$ cat src/verilog/usbu_defs.svh
// Constants of the serial side of the bridge: timing, sizes, field codes.
// Assumes a 40 MHz system clock and inclusion by its bare name.
//
// Contract
// [RL1] Start bit, five to eight data, parity, stop
// [RL2] Parity odd, even, space or mark
// [RL3] Standard rates from 50 to 2000000 baud
// [RL4] Transmit bit period error below 0.3 percent
// [RL5] Receiver tolerates two percent rate error
// [RL6] Simplex, half or full duplex with FIFO
// [RL7] Drive transmit output, sample receive input
// [RL8] Strap set inverts the receive line
// [RL9] Strap captured during power-on reset only
// [RL10] Strap high asserted, undriven reads low
// [RL11] Modem inputs reported, outputs host driven
// [RL12] Four modem status inputs are provided
// [RL13] Terminal ready and send request outputs
// [RL14] System supplies a 12 MHz reference; the logic here is timed for a 40 MHz clock
// [RL15] Internal power-on reset holds the logic
// [RL16] Suspend reduces activity, resume restores it
// [RL17] Host link is full-speed USB device
// [RL18] Modem pins are low-true
// [RL19] Transmit line idles at mark level
`ifndef USBU_DEFS_SVH
`define USBU_DEFS_SVH

`define USBU_CLK_HZ 40000000
`define USBU_CLK_DIV_MS 1000
`define USBU_POR_MS 20
`define USBU_POR_W 20
`define USBU_FIFO_DEPTH 8
`define USBU_FIFO_AW 3
`define USBU_FIFO_CW 4
`define USBU_OVS 16
`define USBU_OVS_LAST 4'h0f
`define USBU_OVS_MID 4'h07
`define USBU_ACC_W 24
`define USBU_RATE_NUM 31
`define USBU_RATE_LAST 5'h1e
`define USBU_DATA_BASE 3'h4
`define USBU_RATE_SCALE 10
// Rates in tenths of a baud, index is the rate select code
`define USBU_RATE10_LIST '{500, 750, 1000, 1100, 1345, 1500, 3000, 6000, 9000, 12000, 18000, 24000, \
	36000, 48000, 96000, 144000, 192000, 288000, 336000, 384000, 560000, 576000, 768000, 1152000, \
	1280000, 1536000, 2304000, 4608000, 9216000, 15000000, 20000000}

`endif

$ cat src/verilog/usbu_placeholder_none.sv
// Intentionally empty compile unit.
`timescale 1ns/100ps

$ cat src/verilog/usbu_pkg.sv
// Types shared by the serial side of the bridge.
// Assumes the constants header is compiled alongside.
package usbu_pkg;
	typedef enum logic [1:0] {
		PAR_ODD = 2'h0,
		PAR_EVEN = 2'h1,
		PAR_SPACE = 2'h2,
		PAR_MARK = 2'h3
	} usbu_parity_type;

	// Line settings written by the USB side
	typedef struct packed {
		logic [4:0] rate_sel;
		logic [1:0] data_bits;
		logic parity_en;
		usbu_parity_type parity_kind;
		logic two_stop;
	} usbu_cfg_type;

	// Modem status, active high
	typedef struct packed {
		logic cts;
		logic dsr;
		logic ring;
		logic dcd;
	} usbu_modem_type;

	typedef enum logic [4:0] {
		ST_IDLE = 5'h01,
		ST_START = 5'h02,
		ST_DATA = 5'h04,
		ST_PAR = 5'h08,
		ST_STOP = 5'h10
	} usbu_state_type;
endpackage

$ cat src/verilog/usbu_uart.sv
// Serial engine of the bridge: transmit FIFO, framer, receiver, modem lines.
// Assumes the USB engine drives the host ports on CLK and the pins are asynchronous.
`timescale 1ns/100ps
`include "usbu_defs.svh"

module usbu_uart #(
	parameter int unsigned POR_CYCLES = `USBU_POR_MS * (`USBU_CLK_HZ / `USBU_CLK_DIV_MS)
) (
	// Clock and reset
	input wire logic CLK,
	input wire logic NRST,
	// Line settings and power state from the USB side
	input wire usbu_pkg::usbu_cfg_type CFG,
	input wire logic SUSPEND,
	output logic SUSPENDED,
	// Transmit stream from the USB side
	input wire logic [7:0] TX_DATA,
	input wire logic TX_VALID,
	output logic TX_READY,
	// Receive stream to the USB side
	output logic [7:0] RX_DATA,
	output logic RX_VALID,
	output logic RX_PAR_ERR,
	output logic RX_FRAME_ERR,
	// Modem control from and status to the USB side
	input wire logic DTR_REQ,
	input wire logic RTS_REQ,
	output usbu_pkg::usbu_modem_type MODEM_STATUS,
	output logic RX_INVERTED,
	// Serial pins
	output logic TXD,
	input wire logic RXD,
	input wire logic CTS_N,
	input wire logic DSR_N,
	input wire logic RING_INDICATOR_N,
	input wire logic CARRIER_DETECT_N,
	output logic DTR_N,
	output logic RTS_N,
	input wire logic RX_INVERT_STRAP
);
	localparam logic [`USBU_POR_W-1:0] POR_LAST = `USBU_POR_W'(POR_CYCLES - 1);
	localparam int unsigned RATE10 [0:`USBU_RATE_NUM-1] = `USBU_RATE10_LIST;

	// [RL4] rounded phase step
	// Phase increment giving sixteen ticks per bit at a given rate
	function automatic logic [`USBU_ACC_W-1:0] rate_incr(input int unsigned r10);
		logic [63:0] num;
		logic [63:0] den;
		logic [63:0] q;
		num = (64'(r10) * 64'(`USBU_OVS)) << `USBU_ACC_W;
		den = 64'(`USBU_CLK_HZ) * 64'(`USBU_RATE_SCALE);
		q = (num + (den >> 1)) / den;
		return q[`USBU_ACC_W-1:0];
	endfunction

	// Parity of the significant data bits for the selected kind
	function automatic logic par_of(input logic [7:0] d, input usbu_pkg::usbu_cfg_type c);
		logic [7:0] m;
		m = d & (8'hff >> (2'h3 - c.data_bits));
		case (c.parity_kind)
			usbu_pkg::PAR_ODD: par_of = ~(^m);
			usbu_pkg::PAR_EVEN: par_of = ^m;
			usbu_pkg::PAR_SPACE: par_of = 1'b0;
			default: par_of = 1'b1;
		endcase
	endfunction

	logic [`USBU_POR_W-1:0] por_cnt;
	logic por_done;
	logic [1:0] rxd_s;
	logic [1:0] strap_s;
	logic [3:0] modem_s1;
	logic [3:0] modem_s2;
	logic strap_latch;
	logic [`USBU_ACC_W-1:0] incr_tab [0:`USBU_RATE_NUM-1];
	logic [`USBU_ACC_W-1:0] acc;
	logic tick;
	logic baud_run;
	logic [4:0] sel;
	logic [7:0] fifo_mem [0:`USBU_FIFO_DEPTH-1];
	logic [`USBU_FIFO_AW-1:0] wr_ptr;
	logic [`USBU_FIFO_AW-1:0] rd_ptr;
	logic [`USBU_FIFO_CW-1:0] fifo_cnt;
	logic [`USBU_FIFO_CW-1:0] next_fifo_cnt;
	logic push;
	logic pop;
	usbu_pkg::usbu_state_type tx_state;
	logic [3:0] tx_tcnt;
	logic [7:0] tx_shift;
	logic [2:0] tx_idx;
	logic tx_par;
	logic tx_stop2;
	logic tx_bit_end;
	usbu_pkg::usbu_state_type rx_state;
	logic [3:0] rx_tcnt;
	logic [7:0] rx_shift;
	logic [2:0] rx_idx;
	logic rx_par_err;
	logic rx_bit;
	logic rx_sample;
	logic [2:0] last_idx;

	// Increment table, one constant per supported rate
	genvar g;
	generate
		for (g = 0; g < `USBU_RATE_NUM; g++) begin : g_rate
			assign incr_tab[g] = rate_incr(RATE10[g]);
		end
	endgenerate

	assign last_idx = {1'b0, CFG.data_bits} + `USBU_DATA_BASE;
	assign sel = (CFG.rate_sel > `USBU_RATE_LAST) ? `USBU_RATE_LAST : CFG.rate_sel;
	// [RL8] receive inversion
	assign rx_bit = rxd_s[1] ^ strap_latch;
	assign tx_bit_end = tick && (tx_tcnt == `USBU_OVS_LAST);
	assign rx_sample = tick && (rx_tcnt == ((rx_state == usbu_pkg::ST_START) ? `USBU_OVS_MID : `USBU_OVS_LAST));
	assign push = TX_VALID && TX_READY;
	assign pop = (tx_state == usbu_pkg::ST_IDLE) && tick && (fifo_cnt != '0) && !SUSPENDED && por_done;
	assign next_fifo_cnt = fifo_cnt + `USBU_FIFO_CW'(push) - `USBU_FIFO_CW'(pop);
	// [RL16] baud clock stops while suspended and idle
	assign baud_run = !(SUSPENDED && tx_state == usbu_pkg::ST_IDLE && rx_state == usbu_pkg::ST_IDLE);

	// [RL15] internal power-on reset stretch
	always_ff @(posedge CLK or negedge NRST) begin
		if (!NRST) begin
			por_cnt <= '0;
			por_done <= 1'b0;
		end else if (!por_done) begin
			if (por_cnt == POR_LAST) begin
				por_done <= 1'b1;
			end else begin
				por_cnt <= por_cnt + 1'b1;
			end
		end
	end

	// [RL12] modem input synchronisers
	// Pin synchronisers
	always_ff @(posedge CLK or negedge NRST) begin
		if (!NRST) begin
			rxd_s <= 2'h3;
			// [RL10] strap reads low at rest
			strap_s <= 2'h0;
			modem_s1 <= 4'hf;
			modem_s2 <= 4'hf;
		end else begin
			rxd_s <= {rxd_s[0], RXD};
			strap_s <= {strap_s[0], RX_INVERT_STRAP};
			modem_s1 <= {CTS_N, DSR_N, RING_INDICATOR_N, CARRIER_DETECT_N};
			modem_s2 <= modem_s1;
		end
	end

	// [RL9] strap followed only while in power-on reset
	always_ff @(posedge CLK or negedge NRST) begin
		if (!NRST) begin
			strap_latch <= 1'b0;
			RX_INVERTED <= 1'b0;
		end else if (!por_done) begin
			strap_latch <= strap_s[1];
			RX_INVERTED <= strap_s[1];
		end
	end

	// [RL3] fractional rate generator, sixteen ticks per bit
	always_ff @(posedge CLK or negedge NRST) begin
		if (!NRST) begin
			acc <= '0;
			tick <= 1'b0;
		end else if (baud_run && por_done) begin
			{tick, acc} <= {1'b0, acc} + {1'b0, incr_tab[sel]};
		end else begin
			tick <= 1'b0;
		end
	end

	// [RL13] [RL18] modem outputs follow host, low-true
	always_ff @(posedge CLK or negedge NRST) begin
		if (!NRST) begin
			DTR_N <= 1'b1;
			RTS_N <= 1'b1;
			MODEM_STATUS <= '0;
			SUSPENDED <= 1'b0;
		end else if (por_done) begin
			DTR_N <= ~DTR_REQ;
			RTS_N <= ~RTS_REQ;
			// [RL11] status reported active high
			MODEM_STATUS <= ~modem_s2;
			SUSPENDED <= SUSPEND;
		end
	end

	// [RL6] transmit FIFO with registered ready
	always_ff @(posedge CLK or negedge NRST) begin
		if (!NRST) begin
			wr_ptr <= '0;
			rd_ptr <= '0;
			fifo_cnt <= '0;
			TX_READY <= 1'b0;
		end else begin
			if (push) begin
				wr_ptr <= wr_ptr + 1'b1;
			end
			if (pop) begin
				rd_ptr <= rd_ptr + 1'b1;
			end
			fifo_cnt <= next_fifo_cnt;
			TX_READY <= por_done && (next_fifo_cnt != `USBU_FIFO_CW'(`USBU_FIFO_DEPTH));
		end
	end

	// FIFO storage
	always_ff @(posedge CLK) begin
		if (push) begin
			fifo_mem[wr_ptr] <= TX_DATA;
		end
	end

	// [RL1] [RL7] transmit framer
	always_ff @(posedge CLK or negedge NRST) begin
		if (!NRST) begin
			tx_state <= usbu_pkg::ST_IDLE;
			tx_tcnt <= '0;
			tx_shift <= '0;
			tx_idx <= '0;
			tx_par <= 1'b0;
			tx_stop2 <= 1'b0;
			TXD <= 1'b1;
		end else begin
			if (tick) begin
				tx_tcnt <= tx_tcnt + 1'b1;
			end
			case (tx_state)
				usbu_pkg::ST_IDLE: begin
					// [RL19] mark level at rest
					TXD <= 1'b1;
					if (pop) begin
						tx_shift <= fifo_mem[rd_ptr];
						// [RL2] parity generated at load
						tx_par <= par_of(fifo_mem[rd_ptr], CFG);
						tx_tcnt <= '0;
						tx_idx <= '0;
						tx_stop2 <= 1'b0;
						TXD <= 1'b0;
						tx_state <= usbu_pkg::ST_START;
					end
				end
				usbu_pkg::ST_START: begin
					if (tx_bit_end) begin
						TXD <= tx_shift[0];
						tx_state <= usbu_pkg::ST_DATA;
					end
				end
				usbu_pkg::ST_DATA: begin
					if (tx_bit_end) begin
						if (tx_idx == last_idx) begin
							TXD <= CFG.parity_en ? tx_par : 1'b1;
							tx_state <= CFG.parity_en ? usbu_pkg::ST_PAR : usbu_pkg::ST_STOP;
						end else begin
							tx_idx <= tx_idx + 1'b1;
							TXD <= tx_shift[tx_idx + 1'b1];
						end
					end
				end
				usbu_pkg::ST_PAR: begin
					if (tx_bit_end) begin
						TXD <= 1'b1;
						tx_state <= usbu_pkg::ST_STOP;
					end
				end
				usbu_pkg::ST_STOP: begin
					if (tx_bit_end) begin
						if (CFG.two_stop && !tx_stop2) begin
							tx_stop2 <= 1'b1;
						end else begin
							tx_state <= usbu_pkg::ST_IDLE;
						end
					end
				end
				default: begin
					TXD <= 1'b1;
					tx_state <= usbu_pkg::ST_IDLE;
				end
			endcase
		end
	end

	// [RL5] receiver, mid-bit sampling at sixteen ticks per bit
	always_ff @(posedge CLK or negedge NRST) begin
		if (!NRST) begin
			rx_state <= usbu_pkg::ST_IDLE;
			rx_tcnt <= '0;
			rx_shift <= '0;
			rx_idx <= '0;
			rx_par_err <= 1'b0;
			RX_DATA <= '0;
			RX_VALID <= 1'b0;
			RX_PAR_ERR <= 1'b0;
			RX_FRAME_ERR <= 1'b0;
		end else begin
			RX_VALID <= 1'b0;
			if (tick) begin
				rx_tcnt <= rx_tcnt + 1'b1;
			end
			case (rx_state)
				usbu_pkg::ST_IDLE: begin
					if (por_done && !rx_bit) begin
						rx_tcnt <= '0;
						rx_idx <= '0;
						rx_shift <= '0;
						rx_state <= usbu_pkg::ST_START;
					end
				end
				usbu_pkg::ST_START: begin
					// False start if the line is back high at mid-bit
					if (rx_sample) begin
						rx_tcnt <= '0;
						rx_state <= rx_bit ? usbu_pkg::ST_IDLE : usbu_pkg::ST_DATA;
					end
				end
				usbu_pkg::ST_DATA: begin
					if (rx_sample) begin
						rx_shift[rx_idx] <= rx_bit;
						rx_idx <= rx_idx + 1'b1;
						if (rx_idx == last_idx) begin
							rx_par_err <= 1'b0;
							rx_state <= CFG.parity_en ? usbu_pkg::ST_PAR : usbu_pkg::ST_STOP;
						end
					end
				end
				usbu_pkg::ST_PAR: begin
					// [RL2] parity checked against the selected kind
					if (rx_sample) begin
						rx_par_err <= rx_bit != par_of(rx_shift, CFG);
						rx_state <= usbu_pkg::ST_STOP;
					end
				end
				usbu_pkg::ST_STOP: begin
					if (rx_sample) begin
						RX_DATA <= rx_shift;
						RX_VALID <= 1'b1;
						RX_PAR_ERR <= rx_par_err;
						RX_FRAME_ERR <= !rx_bit;
						rx_state <= usbu_pkg::ST_IDLE;
					end
				end
				default: rx_state <= usbu_pkg::ST_IDLE;
			endcase
		end
	end
endmodule
$ cat config.mk
export PLATFORM = sky130hd
export DESIGN_NAME = usbu_uart
export DESIGN_NICKNAME = d
export VERILOG_FILES = /design/src/verilog/usbu_placeholder_none.sv /design/src/verilog/usbu_pkg.sv /design/src/verilog/usbu_uart.sv
export VERILOG_INCLUDE_DIRS = /design/src /design/src/verilog
export SDC_FILE = /design/constraint.sdc
export NUM_CORES = 1
export LEC_CHECK = 0
export BUFFER_PORTS_ARGS = -buffer_cell sky130_fd_sc_hd__buf_2
export CORE_MARGIN = 5
export CORE_UTILIZATION = 45
export CTS_CLUSTER_DIAMETER = 100
export DETAILED_ROUTE_END_ITERATION = 7
export SLEW_MARGIN = 20
export SYNTH_ARGS = -nofsm -noshare
export SYNTH_HDL_FRONTEND = slang
export SYNTH_SLANG_ARGS = --single-unit
$ cat constraint.sdc
create_clock -name CLK -period 3.15 [get_ports CLK]
set_input_delay 0.315 -clock CLK [delete_from_list [all_inputs] [get_ports CLK]]
set_output_delay 0.315 -clock CLK [all_outputs]
set_load 0.01 [all_outputs]
==> flow_results.org <==
** STA
- Of the available clock period, the critical path in the final layout requires 1.07.
- The final max-slew violation count came to 0.
- Setup violations remaining at the end of the flow were counted as 8.
- Peak clock frequency supported by timing :: 0.296 GHz
- Unrepaired setup endpoints after global routing :: yes
- Worst Tran Pin Value :: 0.894 ns
- For the final routed database, the setup TNS stands at -0.949 ns.
- The total count of hold-check failures in the final report is 0.
- Slew headroom :: 0.402
- On the final layout, the worst clock skew is 0.0160 ns.
- Final Worst Setup Slack :: -0.224 ns
- Counting I/O delays and the setup requirement, the final critical path takes 3.37 ns.

** Logic synthesis
- Number of different library cells in the post-synthesis netlist :: 73
- The synthesized design contains 196 register bits.
- Cells after Synth :: 1,006
- Post-synthesis cell area :: 0.0106 mm^2
- Post-synth EDFFs :: 64
- Syn avg cell area :: 10.5 um^2
- Most used flip-flop cell after synthesis :: sky130_fd_sc_hd__dfrtp_1
- Net Count, Synth :: 1,083
- For this run, the number of Yosys warnings is 0.
- Of all flip-flops after synthesis, the portion carrying an async set or reset was 0.673.
- Sequential element share of the synthesized area :: 0.496

** Routing
- Drt first pass iters :: 5
- Metal-1 WL :: 11,200 um
- Amount of wire on met3 after detailed routing :: 885 um
- The final layout contains routed wiring with a total length of 23,300 um.
- Drt first-iter violations :: 562
- The detailed router placed 7,926 vias in this run.
- DRC errors left :: 0
- Top routing layer in use :: met5
- Sum of met2 wire segment lengths after detailed routing :: 10,900 um
- The detail route stage leaves a number of antenna-violating nets equal to 0.
- Mean routed wirelength per cell :: 15.6 um
- Via/cell ratio :: 5.30

** Global route
- Overflow left after global routing :: 0
- Overall fraction of global-route tracks in use :: 0.184
- The first global-routing pass estimated 39,700 um of wire.
- Entering global routing, the biggest net connects 58 pins.
- Via count of the first global-routing pass :: 7,850
- The initial antenna violation count is 1.

** Critical path
- For the worst flop-to-flop path, the logic depth is 8.
- In this run the register-to-register setup slack is 0.18 ns.
- At the worst endpoint, the arrival time is 3.72 ns.
- The startpoint identified for the worst register-to-register timing path is rd_ptr[1]$_DFFE_PN0N_.
- Type of the worst setup path :: in2reg
- Crit Path Max Fanout :: 4
- Endpoint of the lowest-slack register-to-register path :: tx_par$_DFFE_PN0P_
- The worst setup path is launched from an input pin.
- WP data required :: 3.50 ns
- Setup crit end kind :: flop

** Final layout
- Number of antenna cells inserted :: 0
- Of the cells placed in the final design, the portion with a size suffix greater than 1 is 0.263.
- Most common cell after layout, fill and taps aside :: sky130_fd_sc_hd__nand2_1
- In the layout the commonest cells are sky130_fd_sc_hd__nand2_1, sky130_fd_sc_hd__buf_4, sky130_fd_sc_hd__dfrtp_1.
- Area added between synthesis and finish :: 23.7%
- Fin area :: 0.0131 mm^2
- Final nets :: 1,241
- Layout Utilization :: 0.561

** CTS
- TritonCTS created 17 clock buffers.
- Clock net sink count :: 196
- TritonCTS clock tree :: yes
- The later pin in the worst-skew pair is clocked with a latency of 0.45 ns.
- In this run the clock root is driven by a sky130_fd_sc_hd__clkbuf_16.
- H-tree levels :: 4
- Worst-path clk slew :: 0.08 ns
- Bufs on Longest Clock Path :: 2

** Power and ir drop
- For this design the static power due to leakage is 5.67 nW.
- Total power consumption of the routed design :: 5.77 mW
- Sw power :: 1.60 mW
- Power spread over the standard cell area amounts to 440 mW/mm^2.
- Cell internal power was estimated by the tool at 4.16 mW.
- Of the total power, the share spent switching nets is 0.278.
- Maximum vdd drop :: 0.311 mV
- The share of total power dissipated in sequential elements is 0.461.
- Combinational fraction of design power :: 0.131
- The share of total power dissipated in the clock network is 0.409.

** Worst hold path
- Destination of the worst hold path :: DTR_N$_DFFE_PN1P_
- Worst hold path stage count :: 2
- Hold path startpoint :: DTR_REQ
- The min-delay analysis places its worst path in the category in2reg.

** Die
- Core outline area :: 0.0233 mm^2
- Row count :: 56
- Measured along the x axis, the die boundary spans 163 um.
- Initial cell density of the core :: 0.453
- For this design the top-level I/O count stands at 52.
- The die covers 0.0267 mm^2.
- Die height :: 163 um

** Outcome
- Outcome :: finished, violations left
- The final reports fail on setup timing.

** Placement
- Placer Congestion :: 0.940
- In this run the tool buffered the top-level ports with 51 buffer cells.
- Prior to clock tree synthesis, the placed netlist has a worst setup slack of -0.859 ns.
- Detail Placement HPWL :: 16,700 um
- Area post-placement :: 0.0121 mm^2

** Flow run
- Max-cap violations in this run came to 0.
-- logic make-up (layout without fill, tap and decap cells) --
logic type / Yosys count / after routing / share of synthesized area
buffers and inverters: 86 / 257 / 0.0336
flip-flops: 196 / 196 / 0.496
AND/OR/NAND/NOR: 345 / 345 / 0.153
AO/OA/AOI/OAI: 191 / 191 / 0.112
adder cells (fa/ha/maj): 46 / 46 / 0.0558
multiplexers: 69 / 69 / 0.0873
XOR/XNOR: 73 / 73 / 0.0619
-- cell type report --
| cell class | count | area [um^2] |
|---|---|---|
| fill | 2052 | 10200 |
| multi-input combinational | 724 | 5260 |
| sequential | 196 | 5250 |
| timing repair buffer | 190 | 1400 |
| clock buffer | 17 | 425 |
| tap | 319 | 399 |
| clock inverter | 15 | 225 |
| inverter | 35 | 138 |
-- how the worst max path moves through the flow --
stage | from | endpoint | slack, ns | cells past startpoint
global route | CFG[6] | acc[22]$_DFFE_PN0P_ | -0.39 | 20
floorplan | CFG[8] | acc[23]$_DFFE_PN0P_ | -0.65 | 20
detailed placement | CFG[7] | acc[23]$_DFFE_PN0P_ | -0.86 | 20
global placement | CFG[7] | acc[18]$_DFFE_PN0P_ | -0.87 | 20
finish | CFG[8] | acc[22]$_DFFE_PN0P_ | -0.22 | 21
CTS | CFG[8] | acc[17]$_DFFE_PN0P_ | -0.20 | 21
-- critical path, stage by stage --
cell,delay [ns]
sky130_fd_sc_hd__buf_8,0.10
sky130_fd_sc_hd__nand2_4,0.07
sky130_fd_sc_hd__nor2_4,0.04
sky130_fd_sc_hd__nor2_4,0.18
sky130_fd_sc_hd__buf_6,0.14
sky130_fd_sc_hd__ha_4,0.13
sky130_fd_sc_hd__nand2_2,0.05
sky130_fd_sc_hd__o21ai_1,0.08
sky130_fd_sc_hd__nand2_1,0.09
sky130_fd_sc_hd__o21ai_2,0.10
sky130_fd_sc_hd__a221oi_2,0.08
sky130_fd_sc_hd__ha_2,0.20
sky130_fd_sc_hd__fa_2,0.35
sky130_fd_sc_hd__a211o_1,0.29
sky130_fd_sc_hd__a21oi_2,0.20
sky130_fd_sc_hd__nor3_2,0.08
sky130_fd_sc_hd__o311ai_2,0.26
sky130_fd_sc_hd__o2111ai_2,0.14
sky130_fd_sc_hd__a2111o_1,0.46
sky130_fd_sc_hd__and3_1,0.18
sky130_fd_sc_hd__o31ai_1,0.19
-- flip-flops by register name, summed over array words and instances (netlist names), 4 cells and up --
| register | flops |
|---|---|
| fifo_mem | 64 |
| acc | 24 |
| por_cnt | 20 |
| RX_DATA | 8 |
| rx_shift | 8 |
| tx_shift | 8 |
| rx_state | 5 |
| tx_state | 5 |
| MODEM_STATUS | 4 |
| fifo_cnt | 4 |
| modem_s1 | 4 |
| modem_s2 | 4 |
| rx_tcnt | 4 |
| tx_tcnt | 4 |
-- per-stage QoR --
step / hold slack (ns) / cells
after detailed placement: 0.311 / 1449
after floorplan: 0.0194 / 1006
final: 0.0271 / 1496
after global placement: 0.313 / 1449
after CTS: 0.0178 / 1497
after global routing: 0.0297 / 1496
-- power groups by stage --
| stage | clock network, mW | logic [mW] | registers, mW |
|---|---|---|---|
| 4_1_cts | 2.42 | 0.731 | 2.66 |
| 2_1_floorplan | 0 | 0.381 | 2.71 |
| 5_1_grt | 2.53 | 0.836 | 2.66 |
| 3_5_place_dp | 0 | 0.686 | 2.71 |
| 3_3_place_gp | 0 | 0.682 | 2.71 |
| 6_report | 2.36 | 0.754 | 2.66 |
-- cells in the mapped netlist, drive strengths merged, types with 8 or more instances --
| library cell | number | area (um^2) |
|---|---|---|
| xor2 | 23 | 201 |
| nand4 | 11 | 68.8 |
| ha | 44 | 551 |
| nand3 | 35 | 175 |
| mux2i | 30 | 300 |
| inv | 34 | 128 |
| clkbuf | 40 | 150 |
| xnor2 | 49 | 429 |
| nand2 | 158 | 593 |
| a211oi | 8 | 60.1 |
| nor2 | 59 | 221 |
| mux2 | 24 | 270 |
| nor4 | 8 | 50.1 |
| dfstp | 15 | 394 |
| mux4 | 15 | 353 |
| buf | 11 | 73.8 |
| edfxtp | 64 | 1920 |
| o21ai | 64 | 320 |
| nor3 | 19 | 95.1 |
| dfrtp | 117 | 2930 |
| a21oi | 51 | 255 |
| a31oi | 9 | 56.3 |
-- what timing repair did --
action	in CTS	in global routing
hold endpoints to repair	47	0
gates resized for setup	30	24
buffers inserted	8	0
gates cloned	0	0
pin swaps	16	13
setup endpoints to repair	13	16
hold buffers	8	0
-- layer usage --
layer | up-vias | global-route usage
li1 | 3930 | -
met1 | 3850 | 0.266
met2 | 121 | 0.288
met3 | 23 | 0.0346
met4 | 2 | 0.0461
met5 | - | 0
Note: power is estimated with default switching activity, not from simulation.
